===== src/inc/brq_pkg.sv =====
// Constants for the burst read query table: table indexes, fixed
// entry values, own control register layout.
// Assumes an APB slave that maps index N to byte address 4*N.
package brq_pkg;
  // Table indexes (byte address is four times the index)
  localparam logic [9:0] IDX_WORD_WIDTH = 10'h028;
  localparam logic [9:0] IDX_PAGE_SIZE = 10'h127;
  localparam logic [9:0] IDX_CFG_COUNT = 10'h128;
  localparam logic [9:0] IDX_OPT_ONE = 10'h129;
  localparam logic [9:0] IDX_OPT_TWO = 10'h12A;
  localparam logic [9:0] IDX_OPT_THREE = 10'h12B;
  localparam logic [9:0] IDX_OPT_FOUR = 10'h12C;
  localparam logic [9:0] IDX_PART_COUNT = 10'h12D;
  localparam logic [9:0] IDX_READ_CFG = 10'h100;
  localparam logic [9:0] IDX_BURST_STAT = 10'h101;
  // Fixed entry values
  localparam logic [7:0] VAL_PAGE_SIZE = 8'h03;
  localparam logic [7:0] VAL_NO_PAGE = 8'h00;
  localparam logic [7:0] VAL_CFG_COUNT = 8'h04;
  localparam logic [7:0] VAL_OPT_ONE = 8'h01;
  localparam logic [7:0] VAL_OPT_TWO = 8'h02;
  localparam logic [7:0] VAL_OPT_THREE = 8'h03;
  localparam logic [7:0] VAL_OPT_FOUR = 8'h07;
  localparam logic [2:0] BURST_CONT = 3'h7;
  // Read configuration register: burst length field
  localparam int RCFG_LEN_LSB = 0;
  localparam int RCFG_LEN_W = 3;
  localparam logic [2:0] RCFG_RESET = 3'h7;
  // Burst status register fields
  localparam int STAT_WORDS_LSB = 0;
  localparam int STAT_CONT_BIT = 8;
  localparam int STAT_SUPP_BIT = 9;
endpackage


===== src/logic/brq_query_table.sv =====
// Burst read query table behind an APB slave, plus a small burst
// length configuration register and its decoded status.
// Assumes an APB master on sys_clk; no wait states on any access.
//
// The APB interface to the registers was decided locally.
`timescale 1ns/1ns
`default_nettype none

module brq_query_table #(
  parameter int ADDR_W = 12,
  parameter logic [7:0] WORD_WIDTH_CODE = 8'h01,
  parameter logic [7:0] PART_REGIONS = 8'h01
) (
  input wire logic sys_clk,
  input wire logic srst,
  input wire logic psel,
  input wire logic penable,
  input wire logic pwrite,
  input wire logic [ADDR_W-1:0] paddr,
  input wire logic [31:0] pwdata,
  output logic [31:0] prdata,
  output logic pready,
  output logic pslverr,
  output logic [7:0] burstWords,
  output logic burstCont,
  output logic burstSupported
);

  // Elaboration stops on an address width the decode cannot serve
  if (ADDR_W < 12 || ADDR_W > 32) begin : gen_addr_chk
    $error("ADDR_W must lie between 12 and 32");
  end

  ////////////////////////////////////////////////////////////////////
  // Address decode

  logic [9:0] regIdx;
  logic aligned;
  logic setupPhase;
  logic accDone;

  assign regIdx = paddr[11:2];
  // Upper address bits must be clear, so the table never aliases
  assign aligned = (paddr[1:0] == 2'h0) && ((paddr >> 12) == '0);
  assign setupPhase = psel && !penable;
  assign accDone = psel && penable && pready;

  logic [31:0] prdata_q, prdata_d;
  logic pready_q, pready_d;
  logic pslverr_q, pslverr_d;
  logic [2:0] burstLen_q, burstLen_d;
  logic [7:0] burstWords_q, burstWords_d;
  logic burstCont_q, burstCont_d;
  logic burstSupported_q, burstSupported_d;

  // Table data is picked in setup so the answer leaves a flip-flop
  // Costs a fixed access cycle but keeps prdata off the address path
  always_comb begin
    prdata_d = prdata_q;
    pslverr_d = 1'b0;
    pready_d = setupPhase;
    if (setupPhase) begin
      prdata_d = 32'h0000_0000;
      if (!aligned) begin
        pslverr_d = 1'b1;
      end else if (regIdx == brq_pkg::IDX_PAGE_SIZE) begin
        prdata_d[7:0] = brq_pkg::VAL_PAGE_SIZE;
        pslverr_d = pwrite;
      end else if (regIdx == brq_pkg::IDX_CFG_COUNT) begin
        prdata_d[7:0] = brq_pkg::VAL_CFG_COUNT;
        pslverr_d = pwrite;
      end else if (regIdx == brq_pkg::IDX_OPT_ONE) begin
        prdata_d[7:0] = brq_pkg::VAL_OPT_ONE;
        pslverr_d = pwrite;
      end else if (regIdx == brq_pkg::IDX_OPT_TWO) begin
        prdata_d[7:0] = brq_pkg::VAL_OPT_TWO;
        pslverr_d = pwrite;
      end else if (regIdx == brq_pkg::IDX_OPT_THREE) begin
        prdata_d[7:0] = brq_pkg::VAL_OPT_THREE;
        pslverr_d = pwrite;
      end else if (regIdx == brq_pkg::IDX_OPT_FOUR) begin
        prdata_d[7:0] = brq_pkg::VAL_OPT_FOUR;
        pslverr_d = pwrite;
      end else if (regIdx == brq_pkg::IDX_PART_COUNT) begin
        prdata_d[7:0] = PART_REGIONS;
        pslverr_d = pwrite;
      end else if (regIdx == brq_pkg::IDX_WORD_WIDTH) begin
        prdata_d[7:0] = WORD_WIDTH_CODE;
        pslverr_d = pwrite;
      end else if (regIdx == brq_pkg::IDX_READ_CFG) begin
        prdata_d[brq_pkg::RCFG_LEN_LSB +: brq_pkg::RCFG_LEN_W] = burstLen_q;
      end else if (regIdx == brq_pkg::IDX_BURST_STAT) begin
        prdata_d[brq_pkg::STAT_WORDS_LSB +: 8] = burstWords_q;
        prdata_d[brq_pkg::STAT_CONT_BIT] = burstCont_q;
        prdata_d[brq_pkg::STAT_SUPP_BIT] = burstSupported_q;
        pslverr_d = pwrite;
      end else begin
        pslverr_d = 1'b1;
      end
    end
  end

  always_ff @(posedge sys_clk) begin
    if (srst) begin
      prdata_q <= 32'h0000_0000;
      pready_q <= 1'b0;
      pslverr_q <= 1'b0;
    end else begin
      prdata_q <= prdata_d;
      pready_q <= pready_d;
      pslverr_q <= pslverr_d;
    end
  end

  assign prdata = prdata_q;
  assign pready = pready_q;
  assign pslverr = pslverr_q;

  ////////////////////////////////////////////////////////////////////
  // Burst length configuration and decode

  // Writes land only at the completing edge, never in setup
  // n = 0 is taken as written but flagged unsupported; host must check
  always_comb begin
    burstLen_d = burstLen_q;
    if (accDone && pwrite && aligned && regIdx == brq_pkg::IDX_READ_CFG) begin
      burstLen_d = pwdata[brq_pkg::RCFG_LEN_LSB +: brq_pkg::RCFG_LEN_W];
    end
  end

  // Decoded from the new value so status changes at the same edge as the write
  always_comb begin
    burstCont_d = (burstLen_d == brq_pkg::BURST_CONT);
    burstWords_d = 8'h00;
    if (!burstCont_d) begin
      burstWords_d = 8'(16'h0002 << burstLen_d);
    end
    burstSupported_d = (burstLen_d == brq_pkg::VAL_OPT_ONE[2:0]) ||
                       (burstLen_d == brq_pkg::VAL_OPT_TWO[2:0]) ||
                       (burstLen_d == brq_pkg::VAL_OPT_THREE[2:0]) ||
                       (burstLen_d == brq_pkg::VAL_OPT_FOUR[2:0]);
  end

  always_ff @(posedge sys_clk) begin
    if (srst) begin
      burstLen_q <= brq_pkg::RCFG_RESET;
      burstWords_q <= 8'h00;
      burstCont_q <= 1'b1;
      burstSupported_q <= 1'b1;
    end else begin
      burstLen_q <= burstLen_d;
      burstWords_q <= burstWords_d;
      burstCont_q <= burstCont_d;
      burstSupported_q <= burstSupported_d;
    end
  end

  assign burstWords = burstWords_q;
  assign burstCont = burstCont_q;
  assign burstSupported = burstSupported_q;

  ////////////////////////////////////////////////////////////////////
  // Checks

  logic readDone;
  assign readDone = accDone && !pwrite && aligned;

  pageSize_read_a: assert property (@(posedge sys_clk) disable iff (srst)
    readDone && regIdx == brq_pkg::IDX_PAGE_SIZE |->
      prdata == 32'h0000_0003 && (32'h1 << prdata[7:0]) == 32'h8 && !pslverr)
    else $error("Page size entry is not 03");

  cfgCount_read_a: assert property (@(posedge sys_clk) disable iff (srst)
    readDone && regIdx == brq_pkg::IDX_CFG_COUNT |-> prdata == 32'h0000_0004)
    else $error("Burst option count is not 04");

  optResv_bits_a: assert property (@(posedge sys_clk) disable iff (srst)
    readDone && regIdx >= brq_pkg::IDX_OPT_ONE && regIdx <= brq_pkg::IDX_OPT_FOUR
      |-> prdata[31:3] == '0)
    else $error("Reserved option bits are set");

  contMode_decode_a: assert property (@(posedge sys_clk) disable iff (srst)
    accDone && pwrite && aligned && regIdx == brq_pkg::IDX_READ_CFG
      && pwdata[2:0] == 3'h7 |=> burstCont && burstWords == 8'h00 && burstSupported)
    else $error("Length 7 not decoded as continuous");

  lenCopy_write_a: assert property (@(posedge sys_clk) disable iff (srst)
    accDone && pwrite && aligned && regIdx == brq_pkg::IDX_READ_CFG
      && pwdata[2:0] == 3'h2 |=> burstWords == 8'h08 ##1 burstWords == 8'h08)
    else $error("Length 2 not decoded as 8 words");

  optValues_read_a: assert property (@(posedge sys_clk) disable iff (srst)
    readDone && regIdx == brq_pkg::IDX_OPT_THREE |-> prdata[7:0] == 8'h03
      && $past(regIdx, 1) == brq_pkg::IDX_OPT_THREE)
    else $error("Third option entry is not 03");

  widthEntry_read_a: assert property (@(posedge sys_clk) disable iff (srst)
    readDone && regIdx == brq_pkg::IDX_WORD_WIDTH |-> prdata[7:0] == WORD_WIDTH_CODE)
    else $error("Word width entry mismatch");

  partCount_read_a: assert property (@(posedge sys_clk) disable iff (srst)
    readDone && regIdx == brq_pkg::IDX_PART_COUNT |-> prdata[7:0] == PART_REGIONS)
    else $error("Partition region count mismatch");

  tableWrite_refused_a: assert property (@(posedge sys_clk) disable iff (srst)
    accDone && pwrite && aligned && regIdx >= brq_pkg::IDX_PAGE_SIZE
      && regIdx <= brq_pkg::IDX_PART_COUNT |-> pslverr ##1 !pready)
    else $error("Table write not refused");

  readyOne_cycle_a: assert property (@(posedge sys_clk) disable iff (srst)
    setupPhase |=> pready ##1 (!pready || !penable))
    else $error("Ready not a single access cycle");

  // Sampled reset in the antecedent keeps the release edge out
  cfgHold_stable_a: assert property (@(posedge sys_clk) disable iff (srst)
    !srst && !(accDone && pwrite) |=> $stable(burstWords))
    else $error("Burst decode changed without a write");

  // Every table entry gets its own check so one bad constant names itself
  optOne_read_a: assert property (@(posedge sys_clk) disable iff (srst)
    readDone && regIdx == brq_pkg::IDX_OPT_ONE
      |-> prdata == 32'h0000_0001 && !pslverr)
    else $error("First option entry is not 01");

  optTwo_read_a: assert property (@(posedge sys_clk) disable iff (srst)
    readDone && regIdx == brq_pkg::IDX_OPT_TWO
      |-> prdata == 32'h0000_0002 && !pslverr)
    else $error("Second option entry is not 02");

  optFour_read_a: assert property (@(posedge sys_clk) disable iff (srst)
    readDone && regIdx == brq_pkg::IDX_OPT_FOUR
      |-> prdata == 32'h0000_0007 && !pslverr)
    else $error("Fourth option entry is not 07");

  widthWrite_refused_a: assert property (@(posedge sys_clk) disable iff (srst)
    accDone && pwrite && aligned && regIdx == brq_pkg::IDX_WORD_WIDTH |-> pslverr)
    else $error("Word width write not refused");

  statWrite_refused_a: assert property (@(posedge sys_clk) disable iff (srst)
    accDone && pwrite && aligned && regIdx == brq_pkg::IDX_BURST_STAT
      |-> pslverr ##1 $stable(burstWords))
    else $error("Status write not refused");

  // Bad addresses answer with an error and an all-zero word
  badAlign_err_a: assert property (@(posedge sys_clk) disable iff (srst)
    accDone && paddr[1:0] != 2'h0
      |-> pslverr && prdata == 32'h0000_0000)
    else $error("Unaligned access not refused");

  cfgRead_value_a: assert property (@(posedge sys_clk) disable iff (srst)
    readDone && regIdx == brq_pkg::IDX_READ_CFG
      |-> prdata[31:3] == '0 && prdata[2:0] == burstLen_q && !pslverr)
    else $error("Length field read back wrong");

  statRead_value_a: assert property (@(posedge sys_clk) disable iff (srst)
    readDone && regIdx == brq_pkg::IDX_BURST_STAT
      |-> prdata[31:10] == '0 && prdata[7:0] == burstWords && prdata[8] == burstCont)
    else $error("Status read back wrong");

  // Read data only moves at a setup edge; hosts may sample it late
  prdataHold_idle_a: assert property (@(posedge sys_clk) disable iff (srst)
    !srst && !setupPhase |=> $stable(prdata))
    else $error("Read data moved outside a setup edge");

  readyIdle_low_a: assert property (@(posedge sys_clk) disable iff (srst)
    !psel |=> !pready && !pslverr)
    else $error("Ready or error without a select");

  errWith_ready_a: assert property (@(posedge sys_clk) disable iff (srst)
    pslverr |-> pready)
    else $error("Error shown outside the access cycle");

  lenFour_decode_a: assert property (@(posedge sys_clk) disable iff (srst)
    burstLen_q == 3'h1 |-> burstWords == 8'h04 && !burstCont && burstSupported)
    else $error("Length 1 not decoded as 4 words");

  lenEight_decode_a: assert property (@(posedge sys_clk) disable iff (srst)
    burstLen_q == 3'h2 |-> burstWords == 8'h08 && !burstCont && burstSupported)
    else $error("Length 2 not decoded as 8 words");

  lenSixteen_decode_a: assert property (@(posedge sys_clk) disable iff (srst)
    burstLen_q == 3'h3 |-> burstWords == 8'h10 && !burstCont && burstSupported)
    else $error("Length 3 not decoded as 16 words");

  lenZero_decode_a: assert property (@(posedge sys_clk) disable iff (srst)
    burstLen_q == 3'h0 |-> burstWords == 8'h02 && !burstCont && !burstSupported)
    else $error("Length 0 not decoded as unsupported");

  cont_read_c: cover property (@(posedge sys_clk) disable iff (srst)
    readDone && regIdx == brq_pkg::IDX_OPT_FOUR);
  cfg_write_c: cover property (@(posedge sys_clk) disable iff (srst)
    accDone && pwrite && regIdx == brq_pkg::IDX_READ_CFG);
  unmapped_c: cover property (@(posedge sys_clk) disable iff (srst)
    accDone && pslverr && !pwrite);
  back_to_back_c: cover property (@(posedge sys_clk) disable iff (srst)
    accDone ##1 (psel && !penable) ##1 accDone);
  len_zero_c: cover property (@(posedge sys_clk) disable iff (srst)
    accDone && pwrite && regIdx == brq_pkg::IDX_READ_CFG && pwdata[2:0] == 3'h0);

endmodule

`default_nettype wire


===== config.mk =====
export PLATFORM = sky130hd
export DESIGN_NAME = brq_query_table
export DESIGN_NICKNAME = d
export VERILOG_FILES = /design/src/inc/brq_pkg.sv /design/src/logic/brq_query_table.sv
export SDC_FILE = /design/constraint.sdc
export NUM_CORES = 1
export LEC_CHECK = 0
export ABC_AREA = 1
export CORE_ASPECT_RATIO = 0.5
export CORE_MARGIN = 5
export CORE_UTILIZATION = 48
export CTS_CLUSTER_DIAMETER = 60
export DETAILED_ROUTE_END_ITERATION = 7
export DONT_BUFFER_PORTS = 1
export PLACE_DENSITY_LB_ADDON = 0.2
export SLEW_MARGIN = 30
export SYNTH_ARGS = -nofsm -noshare
export SYNTH_HDL_FRONTEND = slang
export SYNTH_SLANG_ARGS = --single-unit

===== constraint.sdc =====
create_clock -name sys_clk -period 1.5 [get_ports sys_clk]
set_input_delay 0.3 -clock sys_clk [delete_from_list [all_inputs] [get_ports sys_clk]]
set_output_delay 0.3 -clock sys_clk [all_outputs]
set_load 0.05 [all_outputs]

==> results.sh <==
export IMPL_drtPass1Iterations=4
export IMPL_nFillCells=266
export IMPL_die_area_um2=4120
export IMPL_synthMuxAreaShare=0
export IMPL_clk_latency_ps=260
export IMPL_reg2reg_from="pready$_SDFF_PP0_"
export IMPL_path_max_fanout=7
export IMPL_cts_root_buf="clkbuf_8"
export IMPL_track_usage=0.138
export IMPL_worst_slew_pin_slew_ps=551
export IMPL_finalClockSkew_ps=1.88
export IMPL_grt_pass1_wl_mm=4.48
export IMPL_cp_arrival_ps=1450
export IMPL_hold_path_startpoint="srst"
export IMPL_peakVddDrop_mv=0.729
export IMPL_power_leakage_nw=0.728
export IMPL_finalMaxSlewViolations=0
export IMPL_routed_wl_mm=2.81
export IMPL_drive_gt1_frac=0.170
export IMPL_critPathMaxStageDelay_ps=340
export IMPL_grt_max_degree=15
export IMPL_die_w_um=85.9
export IMPL_coreArea_um2=2670
export IMPL_cts_tree="yes"
export IMPL_synth_simple_area_share=0.400
export IMPL_synth_top_family_by_area="simple AND/OR/NAND/NOR gates"
export IMPL_r2r_setup_slack_ps=190
export IMPL_critPathKind="register to register"
export IMPL_relSlewSlack=0.632
export IMPL_drt_iter0_markers=32
export IMPL_cts_setup_buffers=0
export IMPL_worstHoldPathType="input port to register"
export IMPL_clock_sinks=24
export IMPL_antenna_found_initial=0
export IMPL_start_kind="register"
export IMPL_yosysSeqAreaShare=0.348
export IMPL_synth_compound_area_frac=0.0453
export IMPL_boundaryPins=93
export IMPL_clk_pin_slew_ps=80
export IMPL_synth_warnings=0
export IMPL_antenna_cells=0
export IMPL_ys_types=20
export IMPL_dp_cells=239
export IMPL_path_buf_inv=0
export IMPL_cts_buffer_depth=2
export IMPL_outcome="complete, no violations"
export IMPL_synth_top_cells_by_area="dfxtp_1 35%, buf_4 13%, nand2_1 12%, nand3_1 6.5%, inv_1 6.5%"
export IMPL_grt_overflow_total=0
export IMPL_area_growth_synth_to_final_pct=6.88
export IMPL_nets=256
export IMPL_worstRegToRegCells=7
export IMPL_synth_adder_area_share=0
export IMPL_cp_top_family="simple AND/OR/NAND/NOR gates"
export IMPL_holdBufCountCts=0
export IMPL_netlist_instances=196
export IMPL_holdPathStages=1
export IMPL_drc=0
export IMPL_synth_area_um2=1380
export IMPL_slowest_stage="dfxtp_2"
export IMPL_hold_viol_final=0
export IMPL_ys_seq_elements=24
export IMPL_synth_area_leader_cell="dfxtp_1"
export IMPL_vias=1138
export IMPL_max_clock_freq_mhz=765
export IMPL_final_cells=243
export IMPL_grt_pass1_vias=1063
export IMPL_synth_top_area_share=0.348
export IMPL_synth_xor_area_frac=0
export IMPL_critPathCaptureType="register"
export IMPL_drv_cap=0
export IMPL_initial_core_util=0.518
export IMPL_fp_row_count=13
export IMPL_cts_buffers_inserted=3
export IMPL_power_density_nw_per_um2=947
export IMPL_ant_nets=0
export IMPL_period_share=0.872
export IMPL_die_h_um=47.9
export IMPL_crit_chain="nand3_1, nor3_4, nand3b_1, nand2_2, nand2_1, nand2_1, nand3_1"
export IMPL_rsz0062_at_grt="no"
export IMPL_gp_congestion=0.877
export IMPL_hpwl_mm=2.32
export IMPL_crit_required_ps=1650
export IMPL_wl_per_cell_um=11.6
export IMPL_tns_ps=0
export IMPL_cts_repair_resized=0
export IMPL_viasPerCell=4.68
export IMPL_port_buffers=0
export IMPL_htreeDepth=1
export IMPL_r2r_end="burstSupported$_SDFF_PP1_"
export IMPL_setup_viol=0
export IMPL_period_minus_slack_ps=1310
export IMPL_avgSynthCellArea_um2=7.05
export IMPL_holdPathEnd="prdata[0]$_SDFFE_PP0P_"
==> layer usage <==
metal	wire length [um]	track usage
met3	341	0.0533
met4	0	0.0158
met1	1160	0.160
met2	1310	0.257
met5	0	0
==> kinds of logic after synthesis <==
logic type      Yosys count
flops                    24
other cells               1
simple gates            107
buf+inv                  52
compound gates           12
==> where the power goes <==
part	internal (mW)	total [mW]	switching, mW	leakage (nW)
Sequential	0.639	0.644	0.00506	0.194
Combinational	0.0279	0.201	0.173	0.498
Clock	0.357	0.553	0.196	0.0357
Total	1.02	1.40	0.375	0.728
==> stage by stage <==
step	cell area, um2	total power, mW	util	worst slack, ps	hold WS, ps
2_1_floorplan	1470	0.886	-	47.3	376
3_3_place_gp	1400	0.856	0.524	53.9	371
3_5_place_dp	1400	0.857	0.524	19.8	372
4_1_cts	1470	1.41	0.551	122	83.6
5_1_grt	1480	1.45	0.553	48.1	73.5
6_report	1480	1.40	0.553	193	91.8
==> cell usage in the layout, fill, tap and decap left out <==
master	count
dfxtp_2	1
nand4_1	6
nand2_2	5
nor3_4	3
conb_1	23
or2_4	1
inv_1	24
clkbuf_8	3
dfxtp_1	23
inv_2	3
nand3_1	18
nand2_4	2
o211ai_1	1
nand2_1	43
nor3_2	3
a21oi_1	11
bufinv_16	1
nor2_4	2
nor2_2	2
nand3b_1	3
nor2_1	19
buf_4	9
==> sequential cells by signal, indices dropped and copies added, names as in the netlist <==
signal          count
pready              1
burstCont           1
pslverr             1
prdata             10
burstSupported      1
burstWords          7
burstLen_q          3
==> worst max path at each step <==
stage,from,endpoint,slack [ps],depth (start not counted)
6_report,pready$_SDFF_PP0_,burstSupported$_SDFF_PP1_,190,7
5_1_grt,pready$_SDFF_PP0_,burstCont$_SDFF_PP1_,50,8
4_1_cts,pready$_SDFF_PP0_,burstSupported$_SDFF_PP1_,120,7
3_5_place_dp,paddr[9],burstSupported$_SDFF_PP1_,20,8
3_3_place_gp,paddr[9],burstSupported$_SDFF_PP1_,50,8
2_1_floorplan,pready$_SDFF_PP0_,burstSupported$_SDFF_PP1_,50,7
==> layout make-up <==
cell class,count,area (um2),share of cell area
Inverter,27,101,0.0686
Clock inverter,1,30.0,0.0203
Multi-Input combinational cell,142,708,0.480
Sequential cell,24,482,0.326
Timing Repair Buffer,9,67.6,0.0458
Clock buffer,3,41.3,0.0280
Tap cell,37,46.3,0.0314
==> synthesized netlist by cell type (all sizes together) <==
cell and number:
o211ai 1, nand3 18, nand4 6, a21oi 11, nor2 23, nor3 6
dfxtp 24, conb 1, or2 1, nand2 50, inv 27, buf 23
clkbuf 2, nand3b 3
==> worst register-to-register path, cell delays in order, from the launching register on <==
cell      delay (ps)
dfxtp_2          340
nand3_1          110
nor3_4           200
nand3b_1         120
nand2_2          180
nand2_1           90
nand2_1           80
nand3_1           70
No activity file was read; power rests on OpenSTA's default activity.
